$ cat src/hdl/irq_ctrl_pkg.sv
package irq_ctrl_pkg;

	// ********************************
	// sizes
	// ********************************
	localparam int NREG  = 7;
	localparam int REG_W = 8;
	localparam int NSRC  = 9;
	localparam int IDX_W = 4;
	localparam int WB_AW = 8;

	// ********************************
	// register map, byte address = index * 4
	// ********************************
	localparam logic [2:0] REG_EDGE = 3'h0;
	localparam logic [2:0] REG_CTL0 = 3'h1;
	localparam logic [2:0] REG_CTL1 = 3'h2;
	localparam logic [2:0] REG_CTL2 = 3'h3;
	localparam logic [2:0] REG_GTMR = 3'h4;
	localparam logic [2:0] REG_GPWA = 3'h5;
	localparam logic [2:0] REG_GPWB = 3'h6;
	localparam logic [7:0] REG_RESET = 8'h00;

	// implemented bits; the rest read zero
	localparam logic [7:0] IMPL_MASK [NREG] = '{
		8'h0F, 8'h7F, 8'hFF, 8'h33, 8'hFF, 8'hFF, 8'h33};
	// request flag bits of each register
	localparam logic [7:0] FLAG_MASK [NREG] = '{
		8'h00, 8'h70, 8'hF0, 8'h30, 8'hF0, 8'hF0, 8'h30};

	// ********************************
	// field positions
	// ********************************
	localparam int B_LINE0_SEL = 0;
	localparam int B_LINE1_SEL = 2;
	localparam int B_GIE       = 0;
	localparam int B_EXT0_EN   = 1;
	localparam int B_EXT1_EN   = 2;
	localparam int B_GRP0_EN   = 3;
	localparam int B_EXT0_REQ  = 4;
	localparam int B_EXT1_REQ  = 5;
	localparam int B_GRP0_REQ  = 6;
	localparam int B_TICK0_EN  = 0;
	localparam int B_TICK1_EN  = 1;
	localparam int B_GRP1_EN   = 2;
	localparam int B_GRP2_EN   = 3;
	localparam int B_TICK0_REQ = 4;
	localparam int B_TICK1_REQ = 5;
	localparam int B_GRP1_REQ  = 6;
	localparam int B_GRP2_REQ  = 7;
	localparam int B_CONV_EN   = 0;
	localparam int B_LOW_EN    = 1;
	localparam int B_CONV_REQ  = 4;
	localparam int B_LOW_REQ   = 5;
	localparam int B_MEM_REQ   = 4;

	// ********************************
	// sources in priority order, lowest index wins
	// ********************************
	localparam logic [IDX_W-1:0] SRC_EXT0  = 4'h0;
	localparam logic [IDX_W-1:0] SRC_EXT1  = 4'h1;
	localparam logic [IDX_W-1:0] SRC_GRP0  = 4'h2;
	localparam logic [IDX_W-1:0] SRC_TICK0 = 4'h3;
	localparam logic [IDX_W-1:0] SRC_TICK1 = 4'h4;
	localparam logic [IDX_W-1:0] SRC_GRP1  = 4'h5;
	localparam logic [IDX_W-1:0] SRC_GRP2  = 4'h6;
	localparam logic [IDX_W-1:0] SRC_CONV  = 4'h7;
	localparam logic [IDX_W-1:0] SRC_LOW   = 4'h8;

	localparam logic [1:0] EDGE_OFF  = 2'h0;
	localparam logic [1:0] EDGE_RISE = 2'h1;
	localparam logic [1:0] EDGE_FALL = 2'h2;
	localparam logic [1:0] EDGE_BOTH = 2'h3;

	typedef enum logic [1:0] {
		ST_IDLE = 2'h1,
		ST_CALL = 2'h2
	} call_state_t;

	// grouped register: flags in 7:4 pair with enables in 3:0
	function automatic logic member_pending(input logic [7:0] r);
		member_pending = |(r[7:4] & r[3:0]);
	endfunction : member_pending

endpackage : irq_ctrl_pkg

$ cat src/hdl/arb_if.sv
`timescale 1ns/1ns
interface arb_if;
	import irq_ctrl_pkg::*;
	logic [NSRC-1:0]  pend;
	logic [NSRC-1:0]  grant;
	logic [IDX_W-1:0] idx;
	logic             valid;
	modport arbiter (input pend, output grant, idx, valid);
	modport ctrl    (output pend, input grant, idx, valid);
endinterface : arb_if

$ cat src/hdl/edge_sense.sv
`timescale 1ns/1ns
module edge_sense #(
	parameter int LINES = 2
) (
	input  wire logic               clk,
	input  wire logic               rst_n,
	input  wire logic [LINES-1:0]   pin,
	input  wire logic [2*LINES-1:0] sel,
	output logic      [LINES-1:0]   pulse
);
	import irq_ctrl_pkg::*;

	logic [LINES-1:0] prev_q;
	logic [LINES-1:0] prev_d;

	always_comb begin
		prev_d = pin;
	end

	always_ff @(posedge clk or negedge rst_n) begin
		if (!rst_n) begin
			prev_q <= '0;
		end else begin
			prev_q <= prev_d;
		end
	end

	genvar g;
	generate
		for (g = 0; g < LINES; g++) begin : g_line
			logic rise;
			logic fall;
			assign rise = pin[g] & ~prev_q[g];
			assign fall = ~pin[g] & prev_q[g];
			always_comb begin
				case (sel[2*g +: 2])
					EDGE_RISE: pulse[g] = rise;
					EDGE_FALL: pulse[g] = fall;
					EDGE_BOTH: pulse[g] = rise | fall;
					default:   pulse[g] = 1'b0;
				endcase
			end
		end
	endgenerate

endmodule : edge_sense

$ cat src/hdl/interrupt_request_controller.sv
`timescale 1ns/1ns
module interrupt_request_controller #(
	parameter int              PC_W     = 16,
	parameter logic [PC_W-1:0] VEC_BASE = 16'h0004,
	parameter logic [PC_W-1:0] VEC_STEP = 16'h0004
) (
	input  wire logic                        clk,
	input  wire logic                        rst_n,
	input  wire logic                        wb_cyc_i,
	input  wire logic                        wb_stb_i,
	input  wire logic                        wb_we_i,
	input  wire logic [irq_ctrl_pkg::WB_AW-1:0] wb_adr_i,
	input  wire logic [3:0]                  wb_sel_i,
	input  wire logic [31:0]                 wb_dat_i,
	output logic      [31:0]                 wb_dat_o,
	output logic                             wb_ack_o,
	input  wire logic [1:0]                  ext_irq_pin,
	input  wire logic                        tick0_evt,
	input  wire logic                        tick1_evt,
	input  wire logic                        low_supply_evt,
	input  wire logic                        conv_done_evt,
	input  wire logic [3:0]                  timer_match_evt,
	input  wire logic                        pulse_period_evt,
	input  wire logic [4:0]                  pulse_duty_evt,
	input  wire logic                        core_ready,
	input  wire logic                        call_ack,
	input  wire logic [PC_W-1:0]             pc_next,
	input  wire logic                        stack_full,
	input  wire logic                        return_from_irq_instr,
	output logic                             call_req,
	output logic      [PC_W-1:0]             call_vector,
	output logic                             stack_push,
	output logic      [PC_W-1:0]             push_data,
	output logic                             stack_pop,
	output logic                             wake
);
	import irq_ctrl_pkg::*;

	// ********************************
	// state
	// ********************************
	logic [REG_W-1:0] regs_q [NREG];
	logic [REG_W-1:0] regs_d [NREG];
	logic [REG_W-1:0] set_v  [NREG];
	logic [REG_W-1:0] clr_v  [NREG];
	call_state_t      state_q;
	call_state_t      state_d;
	logic             ack_q;
	logic             ack_d;
	logic [31:0]      rdat_q;
	logic [31:0]      rdat_d;
	logic             call_q;
	logic             call_d;
	logic [PC_W-1:0]  vec_q;
	logic [PC_W-1:0]  vec_d;
	logic             push_q;
	logic             push_d;
	logic [PC_W-1:0]  pdat_q;
	logic [PC_W-1:0]  pdat_d;
	logic             pop_q;
	logic             pop_d;
	logic             wake_q;
	logic             wake_d;
	logic [1:0]       ext_pulse;
	logic             accept;
	logic             req_take;
	logic             bus_wr;
	logic             hit;
	logic [2:0]       widx;

	arb_if arb ();

	// ********************************
	// sub blocks
	// ********************************
	edge_sense #(
		.LINES (2)
	) u_edge (
		.clk   (clk),
		.rst_n (rst_n),
		.pin   (ext_irq_pin),
		.sel   (regs_q[REG_EDGE][3:0]),
		.pulse (ext_pulse)
	);

	irq_arbiter u_arb (
		.arb (arb.arbiter)
	);

	// ********************************
	// wishbone slave
	// ********************************
	// unmapped words read zero and still ack, so a stray access never hangs
	assign widx     = wb_adr_i[4:2];
	assign hit      = (wb_adr_i[WB_AW-1:5] == '0) && (widx < 3'(NREG))
	                  && (wb_adr_i[1:0] == 2'h0);
	assign req_take = wb_cyc_i & wb_stb_i & ~ack_q;
	assign bus_wr   = wb_cyc_i & wb_stb_i & wb_we_i & ack_q & hit
	                  & wb_sel_i[0];

	always_comb begin
		ack_d  = req_take;
		rdat_d = rdat_q;
		if (req_take) begin
			rdat_d = 32'h0000_0000;
			if (hit) begin
				rdat_d[REG_W-1:0] = regs_q[widx] & IMPL_MASK[widx];
			end
		end
	end

	// ********************************
	// acceptance
	// ********************************
	always_comb begin
		arb.pend = '0;
		arb.pend[SRC_EXT0]  = regs_q[REG_CTL0][B_EXT0_REQ]
		                      & regs_q[REG_CTL0][B_EXT0_EN];
		arb.pend[SRC_EXT1]  = regs_q[REG_CTL0][B_EXT1_REQ]
		                      & regs_q[REG_CTL0][B_EXT1_EN];
		arb.pend[SRC_GRP0]  = regs_q[REG_CTL0][B_GRP0_REQ]
		                      & regs_q[REG_CTL0][B_GRP0_EN];
		arb.pend[SRC_TICK0] = regs_q[REG_CTL1][B_TICK0_REQ]
		                      & regs_q[REG_CTL1][B_TICK0_EN];
		arb.pend[SRC_TICK1] = regs_q[REG_CTL1][B_TICK1_REQ]
		                      & regs_q[REG_CTL1][B_TICK1_EN];
		arb.pend[SRC_GRP1]  = regs_q[REG_CTL1][B_GRP1_REQ]
		                      & regs_q[REG_CTL1][B_GRP1_EN];
		arb.pend[SRC_GRP2]  = regs_q[REG_CTL1][B_GRP2_REQ]
		                      & regs_q[REG_CTL1][B_GRP2_EN];
		arb.pend[SRC_CONV]  = regs_q[REG_CTL2][B_CONV_REQ]
		                      & regs_q[REG_CTL2][B_CONV_EN];
		arb.pend[SRC_LOW]   = regs_q[REG_CTL2][B_LOW_REQ]
		                      & regs_q[REG_CTL2][B_LOW_EN];
	end

	// only at an instruction boundary, and never while a call is open
	assign accept = (state_q == ST_IDLE) & core_ready & arb.valid
	                & regs_q[REG_CTL0][B_GIE] & ~stack_full;

	// ********************************
	// flag and enable registers
	// ********************************
	always_comb begin
		for (int i = 0; i < NREG; i++) begin
			set_v[i] = '0;
			clr_v[i] = '0;
		end
		set_v[REG_CTL0][B_EXT0_REQ]  = ext_pulse[0];
		set_v[REG_CTL0][B_EXT1_REQ]  = ext_pulse[1];
		set_v[REG_CTL0][B_GRP0_REQ]  =
			member_pending(regs_q[REG_GTMR]);
		set_v[REG_CTL1][B_TICK0_REQ] = tick0_evt;
		set_v[REG_CTL1][B_TICK1_REQ] = tick1_evt;
		set_v[REG_CTL1][B_GRP1_REQ]  =
			member_pending(regs_q[REG_GPWA]);
		set_v[REG_CTL1][B_GRP2_REQ]  =
			member_pending(regs_q[REG_GPWB]);
		set_v[REG_CTL2][B_CONV_REQ]  = conv_done_evt;
		set_v[REG_CTL2][B_LOW_REQ]   = low_supply_evt;
		set_v[REG_GTMR][7:4] = timer_match_evt;
		set_v[REG_GPWA][7:4] = {pulse_duty_evt[2:0], pulse_period_evt};
		set_v[REG_GPWB][5:4] = pulse_duty_evt[4:3];
		// member flags are left alone: software clears them
		if (accept) begin
			case (arb.idx)
				SRC_EXT0:  clr_v[REG_CTL0][B_EXT0_REQ]  = 1'b1;
				SRC_EXT1:  clr_v[REG_CTL0][B_EXT1_REQ]  = 1'b1;
				SRC_GRP0:  clr_v[REG_CTL0][B_GRP0_REQ]  = 1'b1;
				SRC_TICK0: clr_v[REG_CTL1][B_TICK0_REQ] = 1'b1;
				SRC_TICK1: clr_v[REG_CTL1][B_TICK1_REQ] = 1'b1;
				SRC_GRP1:  clr_v[REG_CTL1][B_GRP1_REQ]  = 1'b1;
				SRC_GRP2:  clr_v[REG_CTL1][B_GRP2_REQ]  = 1'b1;
				SRC_CONV:  clr_v[REG_CTL2][B_CONV_REQ]  = 1'b1;
				SRC_LOW:   clr_v[REG_CTL2][B_LOW_REQ]   = 1'b1;
				default:   clr_v[REG_CTL0][B_GIE]       = 1'b0;
			endcase
		end
		for (int i = 0; i < NREG; i++) begin
			// hardware set beats a software or service clear
			regs_d[i] = ((((bus_wr && widx == 3'(i)) ? wb_dat_i[7:0]
			              : regs_q[i]) & ~clr_v[i]) | set_v[i])
			            & IMPL_MASK[i];
		end
		if (accept) begin
			regs_d[REG_CTL0][B_GIE] = 1'b0;
		end
	end

	always_comb begin
		wake_d = 1'b0;
		for (int i = 0; i < NREG; i++) begin
			if (|(regs_d[i] & ~regs_q[i] & FLAG_MASK[i])) begin
				wake_d = 1'b1;
			end
		end
	end

	// ********************************
	// call sequence
	// ********************************
	always_comb begin
		state_d = state_q;
		call_d  = call_q;
		vec_d   = vec_q;
		push_d  = 1'b0;
		pdat_d  = pdat_q;
		pop_d   = return_from_irq_instr;
		case (state_q)
			ST_IDLE: begin
				if (accept) begin
					state_d = ST_CALL;
					call_d  = 1'b1;
					vec_d   = PC_W'(VEC_BASE + PC_W'(arb.idx) * VEC_STEP);
					push_d  = 1'b1;
					pdat_d  = pc_next;
				end
			end
			ST_CALL: begin
				if (call_ack) begin
					state_d = ST_IDLE;
					call_d  = 1'b0;
				end
			end
			default: begin
				state_d = ST_IDLE;
				call_d  = 1'b0;
			end
		endcase
	end

	always_ff @(posedge clk or negedge rst_n) begin
		if (!rst_n) begin
			for (int i = 0; i < NREG; i++) begin
				regs_q[i] <= REG_RESET;
			end
			state_q <= ST_IDLE;
			ack_q   <= 1'b0;
			rdat_q  <= 32'h0000_0000;
			call_q  <= 1'b0;
			vec_q   <= '0;
			push_q  <= 1'b0;
			pdat_q  <= '0;
			pop_q   <= 1'b0;
			wake_q  <= 1'b0;
		end else begin
			regs_q  <= regs_d;
			state_q <= state_d;
			ack_q   <= ack_d;
			rdat_q  <= rdat_d;
			call_q  <= call_d;
			vec_q   <= vec_d;
			push_q  <= push_d;
			pdat_q  <= pdat_d;
			pop_q   <= pop_d;
			wake_q  <= wake_d;
		end
	end

	assign wb_ack_o    = ack_q;
	assign wb_dat_o    = rdat_q;
	assign call_req    = call_q;
	assign call_vector = vec_q;
	assign stack_push  = push_q;
	assign push_data   = pdat_q;
	assign stack_pop   = pop_q;
	assign wake        = wake_q;

	// ********************************
	// checks
	// ********************************
	a_gie_blocks: assert property (@(posedge clk) disable iff (!rst_n)
		!regs_q[REG_CTL0][B_GIE] |-> !accept)
		else $error("accepted with global enable low");
	a_full_holds: assert property (@(posedge clk) disable iff (!rst_n)
		stack_full |-> !accept)
		else $error("accepted on full stack");
	a_gie_cleared: assert property (@(posedge clk) disable iff (!rst_n)
		accept |=> !regs_q[REG_CTL0][B_GIE])
		else $error("global enable not cleared on call");
	a_call_push: assert property (@(posedge clk) disable iff (!rst_n)
		accept |=> call_req && stack_push && push_data == $past(pc_next)
		&& call_vector == PC_W'(VEC_BASE + PC_W'($past(arb.idx)) * VEC_STEP))
		else $error("call, push or vector wrong");
	a_pop_follow: assert property (@(posedge clk) disable iff (!rst_n)
		return_from_irq_instr |=> stack_pop)
		else $error("no pop after return");
	a_grant_enabled: assert property (@(posedge clk) disable iff (!rst_n)
		accept |-> (arb.grant & arb.pend) != '0 && $onehot(arb.grant))
		else $error("granted a disabled source");
	a_ext0_cleared: assert property (@(posedge clk) disable iff (!rst_n)
		accept && arb.idx == SRC_EXT0 && !ext_pulse[0]
		|=> !regs_q[REG_CTL0][B_EXT0_REQ])
		else $error("line 0 flag kept after service");
	a_members_kept: assert property (@(posedge clk) disable iff (!rst_n)
		accept && arb.idx == SRC_GRP0 && !bus_wr
		|=> regs_q[REG_GTMR] == $past(regs_q[REG_GTMR]))
		else $error("member flags touched by service");
	a_edge_sets: assert property (@(posedge clk) disable iff (!rst_n)
		ext_pulse[1] |=> regs_q[REG_CTL0][B_EXT1_REQ] ##1 1'b1)
		else $error("line 1 edge lost");
	a_wake_pulse: assert property (@(posedge clk) disable iff (!rst_n)
		$rose(regs_q[REG_CTL2][B_CONV_REQ]) |-> wake)
		else $error("no wake on new flag");
	a_bus_ack: assert property (@(posedge clk) disable iff (!rst_n)
		wb_cyc_i && wb_stb_i && !wb_ack_o |=> wb_ack_o ##1 !wb_ack_o)
		else $error("ack timing");

endmodule : interrupt_request_controller

$ cat src/hdl/irq_arbiter.sv
`timescale 1ns/1ns
module irq_arbiter (
	arb_if.arbiter arb
);
	import irq_ctrl_pkg::*;

	// fixed order; scanning downward leaves the lowest index standing
	always_comb begin
		arb.grant = '0;
		arb.idx   = '0;
		arb.valid = 1'b0;
		for (int i = NSRC - 1; i >= 0; i--) begin
			if (arb.pend[i]) begin
				arb.grant = '0;
				arb.grant[i] = 1'b1;
				arb.idx   = IDX_W'(i);
				arb.valid = 1'b1;
			end
		end
	end

endmodule : irq_arbiter

$ cat config.mk
export PLATFORM = sky130hd
export DESIGN_NAME = interrupt_request_controller
export DESIGN_NICKNAME = d
export VERILOG_FILES = /design/src/hdl/irq_ctrl_pkg.sv /design/src/hdl/arb_if.sv /design/src/hdl/edge_sense.sv /design/src/hdl/interrupt_request_controller.sv /design/src/hdl/irq_arbiter.sv
export SDC_FILE = /design/constraint.sdc
export NUM_CORES = 1
export LEC_CHECK = 0
export ABC_CLOCK_PERIOD_IN_PS = 5600
export BUFFER_PORTS_ARGS = -buffer_cell sky130_fd_sc_hd__buf_2
export CAP_MARGIN = 20
export CELL_PAD_IN_SITES_DETAIL_PLACEMENT = 1
export CELL_PAD_IN_SITES_GLOBAL_PLACEMENT = 1
export CORE_ASPECT_RATIO = 0.6
export CORE_MARGIN = 4
export CORE_UTILIZATION = 41
export DETAILED_ROUTE_END_ITERATION = 6
export PLACE_DENSITY = 0.95
export SLEW_MARGIN = 20
export SYNTH_ARGS = -nofsm -noshare
export SYNTH_HDL_FRONTEND = slang
export SYNTH_HIERARCHICAL = 1
export SYNTH_SLANG_ARGS = --single-unit
$ cat constraint.sdc
create_clock -name clk -period 5.6 [get_ports clk]
set_input_delay 0.56 -clock clk [delete_from_list [all_inputs] [get_ports clk]]
set_output_delay 0.56 -clock clk [all_outputs]
set_load 0.02 [all_outputs]
==> results of run 1 <==
## power breakdown
part | total (W) | switching [W] | internal, W
logic | 0.000109 | 0.0000799 | 0.0000290
clock network | 0.000643 | 0.000230 | 0.000414
registers | 0.000583 | 0.00000219 | 0.000581
## cells in the final DEF, fill, tap and decap left out, drive strengths merged, types with 10 or more instances in the layout
cell and n:
inv 33, mux2i 16, nand2 79, dfrtp 79
and2 10, buf 92, nor2 22, o21ai 25
nor2b 10, a211o 10, ha 12, conb 35
nand3 14, clkbuf 11, mux2 25
## worst register-to-register path: stages (launching register included)
cell and delay (ns):
dfrtp_1 0.49, and2_1 0.23, nor2_1 0.09, o21ai_0 0.10
a21boi_0 0.61, inv_1 0.15, ha_1 0.25, nor4b_1 0.17
o311ai_0 0.38, a31oi_1 0.16, o211ai_1 0.28
## through the flow
step,util (%),worst slack (ns),cells,total power (W),area [um2]
CTS,48.59,2.457,719,0.001346,5472
detailed placement,45.64,2.478,703,0.0007008,5140
floorplan,-,3.282,519,0.0006675,4848
global route,48.69,2.310,719,0.001385,5483
finish,48.69,2.585,719,0.001335,5483
global placement,45.64,2.563,703,0.0006960,5140
## how the worst max path moves through the flow
stage | from | endpoint | slack (ns) | cells past startpoint
global route | regs_q[37] | wake | 2.31 | 10
floorplan | regs_q[44] | wake | 3.28 | 7
finish | regs_q[38] | wake | 2.58 | 10
CTS | regs_q[44] | wake | 2.46 | 7
detailed placement | regs_q[44] | wake | 2.48 | 7
global placement | regs_q[46] | wake | 2.56 | 7
## metal layers
metal / GRT usage (%) / vias to the layer above / routed length (um)
li1: - / 1793 / -
met1: 30.47 / 1995 / 6512
met2: 35.32 / 174 / 6689
met3: 7.082 / 11 / 1411
met4: 5.556 / 0 / 129
met5: 0 / - / 0
## cell type report
type	instances	area, um2	share of cell area [%]
well taps	144	180.2	3.286
inverters	33	123.9	2.259
flip-flops and latches	80	2003	36.54
repair buffers	92	469.2	8.558
clock inverters	5	78.83	1.438
multi-input cells	354	2375	43.31
clock buffers	11	252.7	4.610
==> metrics.md, run 1 <==
| Metric | Value |
|---|---|
| Run status | finished clean |
| Slew Limit Fails | 0 |
| Post-cts sizing count | 0 |
| Post-CTS setup buffer count | 0 |
| Maximum net fanout on the critical path | 6 |
| Yosys warnings | 6 |
| Num CTS Buffers | 9 |
| Relative max-transition margin | between 30% and 40% |
| Worst r2r dst | wake |
| Clock slew at the register clock pins of the worst setup and hold paths | 0.06 ns |
| Reg2reg setup slack | 2.58 ns |
| Post-Route WL | 14740 um |
| Power Density | 243.6 nW/um2 |
| Peak VDD IR | 0.0001390 V |
| Max stage delay cell, worst path | a21boi_0 |
| Core ar. | 11260 um2 |
| Row cnt | 30 |
| Slew @ Worst Pin | 1.000 ns |
| Post-DP HPWL | 11180 um |
| 1st-pass router iterations | 5 |
| Initial core utilization | 41.92% |
| Final setup fails | 0 |
| Synthesized instance count | around 490 |
| Die area | between 10000 and 15000 um2 |
| Setup TNS | 0 ns |
| Residual DRC | 0 |
| Later-pin clock latency in the skew report | approximately 0.34 ns |
| Clk_skew | approximately 0.0046 ns |
| DR WL/cell | 20.51 um |
| Filler cells | 1359 |
| Input/output buffers | 91 |
| CP cell instances | and2_1 > nor2_1 > o21ai_0 > a21boi_0 > inv_1 > ha_1 > nor4b_1 > o311ai_0 > a31oi_1 > o211ai_1 |
| Post-Syn Area | about 4700 um2 |
| Die H | 91.12 um |
| Vias per Instance | between 5 and 6 |
| Fin crit share | 53.84% |
| First-pass GRT wire length | 23560 um |
| Syn Area/Cell | 9.734 um2 |
| GRT overflow | 0 |
| Crit start category | flip-flop |
| Ant diodes | 0 |
| Critical path's top delay family | compound AO/OA/AOI/OAI gates |
| Die span in x | between 100 and 150 um |
| Worst Reg-to-Reg Cells | 10 |
| Via count | 3973 |
| CP peak stage delay | approximately 0.6 ns |
| Leakage | 2.876 nW |
| Clock Path Buffers | 2 |
| Crit Path Class | reg2reg |
| Period minus WS final | 3.015 ns |
| CTS tree | built |
| Crit path capture type | flip-flop |
| Fin. Hold Viols | 0 |
| CP arrival | 3.24 ns |
| Fmax | ~0.33 GHz |
| Final layout net count | 667 |
| Min-Delay Path Class | in2async |
| Max Cap Violations | 0 |
| Gr usage total | 22.52% |
| Root buffer cell | clkbuf_16 |
| Iteration-0 DRC Markers | 279 |
| Worst path bufs/invs | 1 |
| Antenna violations before repair | 0 |
| Largest net degree at the start of global routing | 81 |
| Routed Antenna Nets | 0 |
| Worst EP required | 5.83 ns |
| Layout cells sized above 1 | 26.78% |
| RePlAce Congestion | 0.9195 |
| RR Startpoint | regs_q[38] |
| # IOs | about 150 |
| Vias in the first global route | 4283 |
| Clock Sinks | 80 |
| P&R area growth vs syn | 16.14% |
| Hold_buf cts | 0 |
| Htree depth | 3 |
| RSZ-0062 raised after global routing | false |
| Hold Slack | 0.2452 ns |
Power figures use the tool's default switching activity.
==> run 2, diff against run 1 <==
- ABC_CLOCK_PERIOD_IN_PS: 5600 -> 2700
- CORE_UTILIZATION: 41 -> 35
- PLACE_DENSITY: 0.95 -> 0.87
- clock period: 5.6 -> 2.7 ns (I/O delays scaled with it)
==> run 2 against run 1 <==
  * The run now ends with hold timing left
  * Global-route usage fell by 2.5 points
  * Critical path depth did not move
  * Fmax rose by 12%
==> metrics.md, run 2 (synthesized netlist as in run 1, its figures left out) <==
| Metric | Value |
|---|---|
| Run status | finished with violations |
| Failing checks | hold timing |
| # IOs | 154 (unchanged) |
| Power Density | 485.0 nW/um2 (+99%) |
| Row cnt | 32 (+6.7%) |
| Sw Pwr | 0.0006768 W (+120%) |
| RePlAce Congestion | 0.9490 (+3.2%) |
| Maximum net fanout on the critical path | 4 (-2) |
| P&R area growth vs syn | 21.49% |
| Period minus WS final | 2.692 ns (-0.3232 ns) |
| Num CTS Buffers | 9 (unchanged) |
| Routed Antenna Nets | 0 (unchanged) |
| Clock Sinks | 80 (unchanged) |
| Placed cell area | 5338 um2 (+3.8%) |
| Htree depth | 3 (unchanged) |
| Core ar. | 13010 um2 (+16%) |
| Initial core utilization | 36.28% (-5.6 points) |
| Gr usage total | 20.00% (-2.5 points) |
| Layout cells sized above 1 | 30.62% (+3.8 points) |
| Flop pwr share | 43.4% (-0.3 points) |
| Placed insts | 751 (+6.8%) |
| Root buffer cell | clkbuf_16 |
| Min-Delay Path Class | in2async |
| Clk_skew | 0.004895 ns (+0.0002685 ns) |
| CP arrival | 2.92 ns (-0.32 ns) |
| GRT overflow | 0 (unchanged) |
| Die span in x | 157.9 um (+7.8%) |
| Antenna violations before repair | 0 (unchanged) |
| Final setup fails | 0 (unchanged) |
| Gr busiest metal | met2 |
| Setup TNS | 0 ns (unchanged) |
| Vias in the first global route | 4240 (-1.0%) |
| Slew @ Worst Pin | 0.7584 ns (-0.2416 ns) |
| Input/output buffers | 91 (unchanged) |
| Die area | 15470 um2 (+16%) |
| CTS tree | built |
| Vias per Instance | 5.316 (-3.8%) |
| DR WL/cell | 20.22 um (-1.4%) |
| Final Cell Area | 5736 um2 (+4.6%) |
| Max Cap Violations | 0 (unchanged) |
| Post-Route WL | 15590 um (+5.7%) |
| 1st-pass router iterations | 5 (unchanged) |
| Met2 Resource Use GR | 29.82% (-5.5 points) |
| Setup slack after layout | 0.007967 ns (-2.577 ns) |
| Residual DRC | 0 (unchanged) |
| Combinational share of power | 8.4% (+0.3 points) |
| Area of the multi-input gates | 2410 um2 (+1.5%) |
| Post-DP HPWL | 12000 um (+7.3%) |
| Worst EP required | 2.93 ns (-2.90 ns) |
| Iteration-0 DRC Markers | 369 (+32%) |
| Fin. Hold Viols | 20 (+20) |
| Later-pin clock latency in the skew report | 0.34 ns (about the same) |
| Storage element area | 2003 um2 (unchanged) |
| Largest net degree at the start of global routing | 81 (unchanged) |
| Final layout net count | 693 (+3.9%) |
| Crit Path Class | reg2reg |
| Relative max-transition margin | 49.25% (+16 points) |
| Leakage | 2.995 nW (+4.1%) |
| Clock Path Buffers | 2 (unchanged) |
| Final Non-Filler Cells | 771 (+7.2%) |
| Ant diodes | 0 (unchanged) |
| Switching share of power | 24.33% (+0.97 points) |
| Crit start category | flip-flop |
| Met3 Track Usage GR | 6.864% (-0.22 points) |
| First-pass GRT wire length | 23940 um (+1.6%) |
| Hold_buf cts | 0 (unchanged) |
| Hold Slack | -0.02210 ns (-0.2673 ns) |
| Commonest cells after routing, fill and taps aside | buf_2 (90), dfrtp_1 (79), nand2_1 (77) |
| Crit path capture type | flip-flop |
| Slew Limit Fails | 0 (unchanged) |
| Via count | 4099 (+3.2%) |
| Clock network power share | 48.2% (about the same) |
| Peak VDD IR | 0.0002782 V (+100%) |
| Die H | 97.96 um (+7.5%) |
| Fmax | 0.3715 GHz (+12%) |
| Fin crit share | 99.70% (+46 points) |
| Clock slew at the register clock pins of the worst setup and hold paths | 0.06 ns (about the same) |
| Met1 GRT Util | 28.17% (-2.3 points) |
| Filler cells | 1526 (+12%) |
| Pint | 0.002105 W (+110%) |
| Commonest non-fill, non-tap cell in the layout | buf_2 |
| Place WS | -0.07587 ns (-2.554 ns) |
==> run 2: worst paths after layout <==
check	from	end	slack (ns)	cells past startpoint
max	flip-flop	wake	0.008	10
min	rst_n	regs_q[51]	-0.02	1
max reg2reg	flip-flop	wake	0.008	10
min reg2reg	state_q[1]	state_q[0]	0.46	1
max in group asynchronous	rst_n	regs_q[23]	2.21	1
min in group clk	return_from_irq_instr	stack_pop	0.03	1
==> run 2: stage by stage <==
step,total power [W],util (%)
after detailed placement,0.001460,41.02
final,0.002782,44.08
after CTS,0.002793,43.60
after floorplan,0.001384,-
after global routing,0.002872,44.08
after global placement,0.001450,41.02
==> run 2: timing repair <==
action	4_1_cts	5_1_grt
pin swaps	0	1
resized for setup	2	7
setup buffers	0	4
setup endpoints to repair	1	2
endpoints found under the hold margin	0	0
==> run 2: area by class of cell <==
type / instances / area share (%)
multi-input combinational: 354 / 42.02
sequential: 80 / 34.93
timing repair buffer: 118 / 11.58
clock buffer: 11 / 4.232
tap: 170 / 3.709
inverter: 33 / 2.160
clock inverter: 5 / 1.374
==> run 2: power by group through the flow <==
stage	registers [W]	clock network (W)	logic, W
after floorplan	0.00123	0	0.000151
after global placement	0.00123	0	0.000221
after detailed placement	0.00123	0	0.000230
after CTS	0.00121	0.00135	0.000232
after global routing	0.00121	0.00141	0.000254
final	0.00121	0.00134	0.000234
==> run 2: layer usage <==
| metal | wire (um) | vias up |
|---|---|---|
| met2 | 6883 | 161 |
| li1 | - | 1851 |
| met1 | 7068 | 2066 |
| met3 | 1418 | 21 |
| met4 | 218 | 0 |
| met5 | 0 | - |
==> run 2: worst max-delay path, cell delays in order, from the launching register on <==
cell and delay, ns:
dfrtp_1 0.43, and2_1 0.24, nor2_1 0.15, a21boi_1 0.27, buf_4 0.18, inv_1 0.06, ha_1 0.23, nor4b_2 0.20
o311ai_1 0.39, a31oi_1 0.15, o211ai_1 0.27
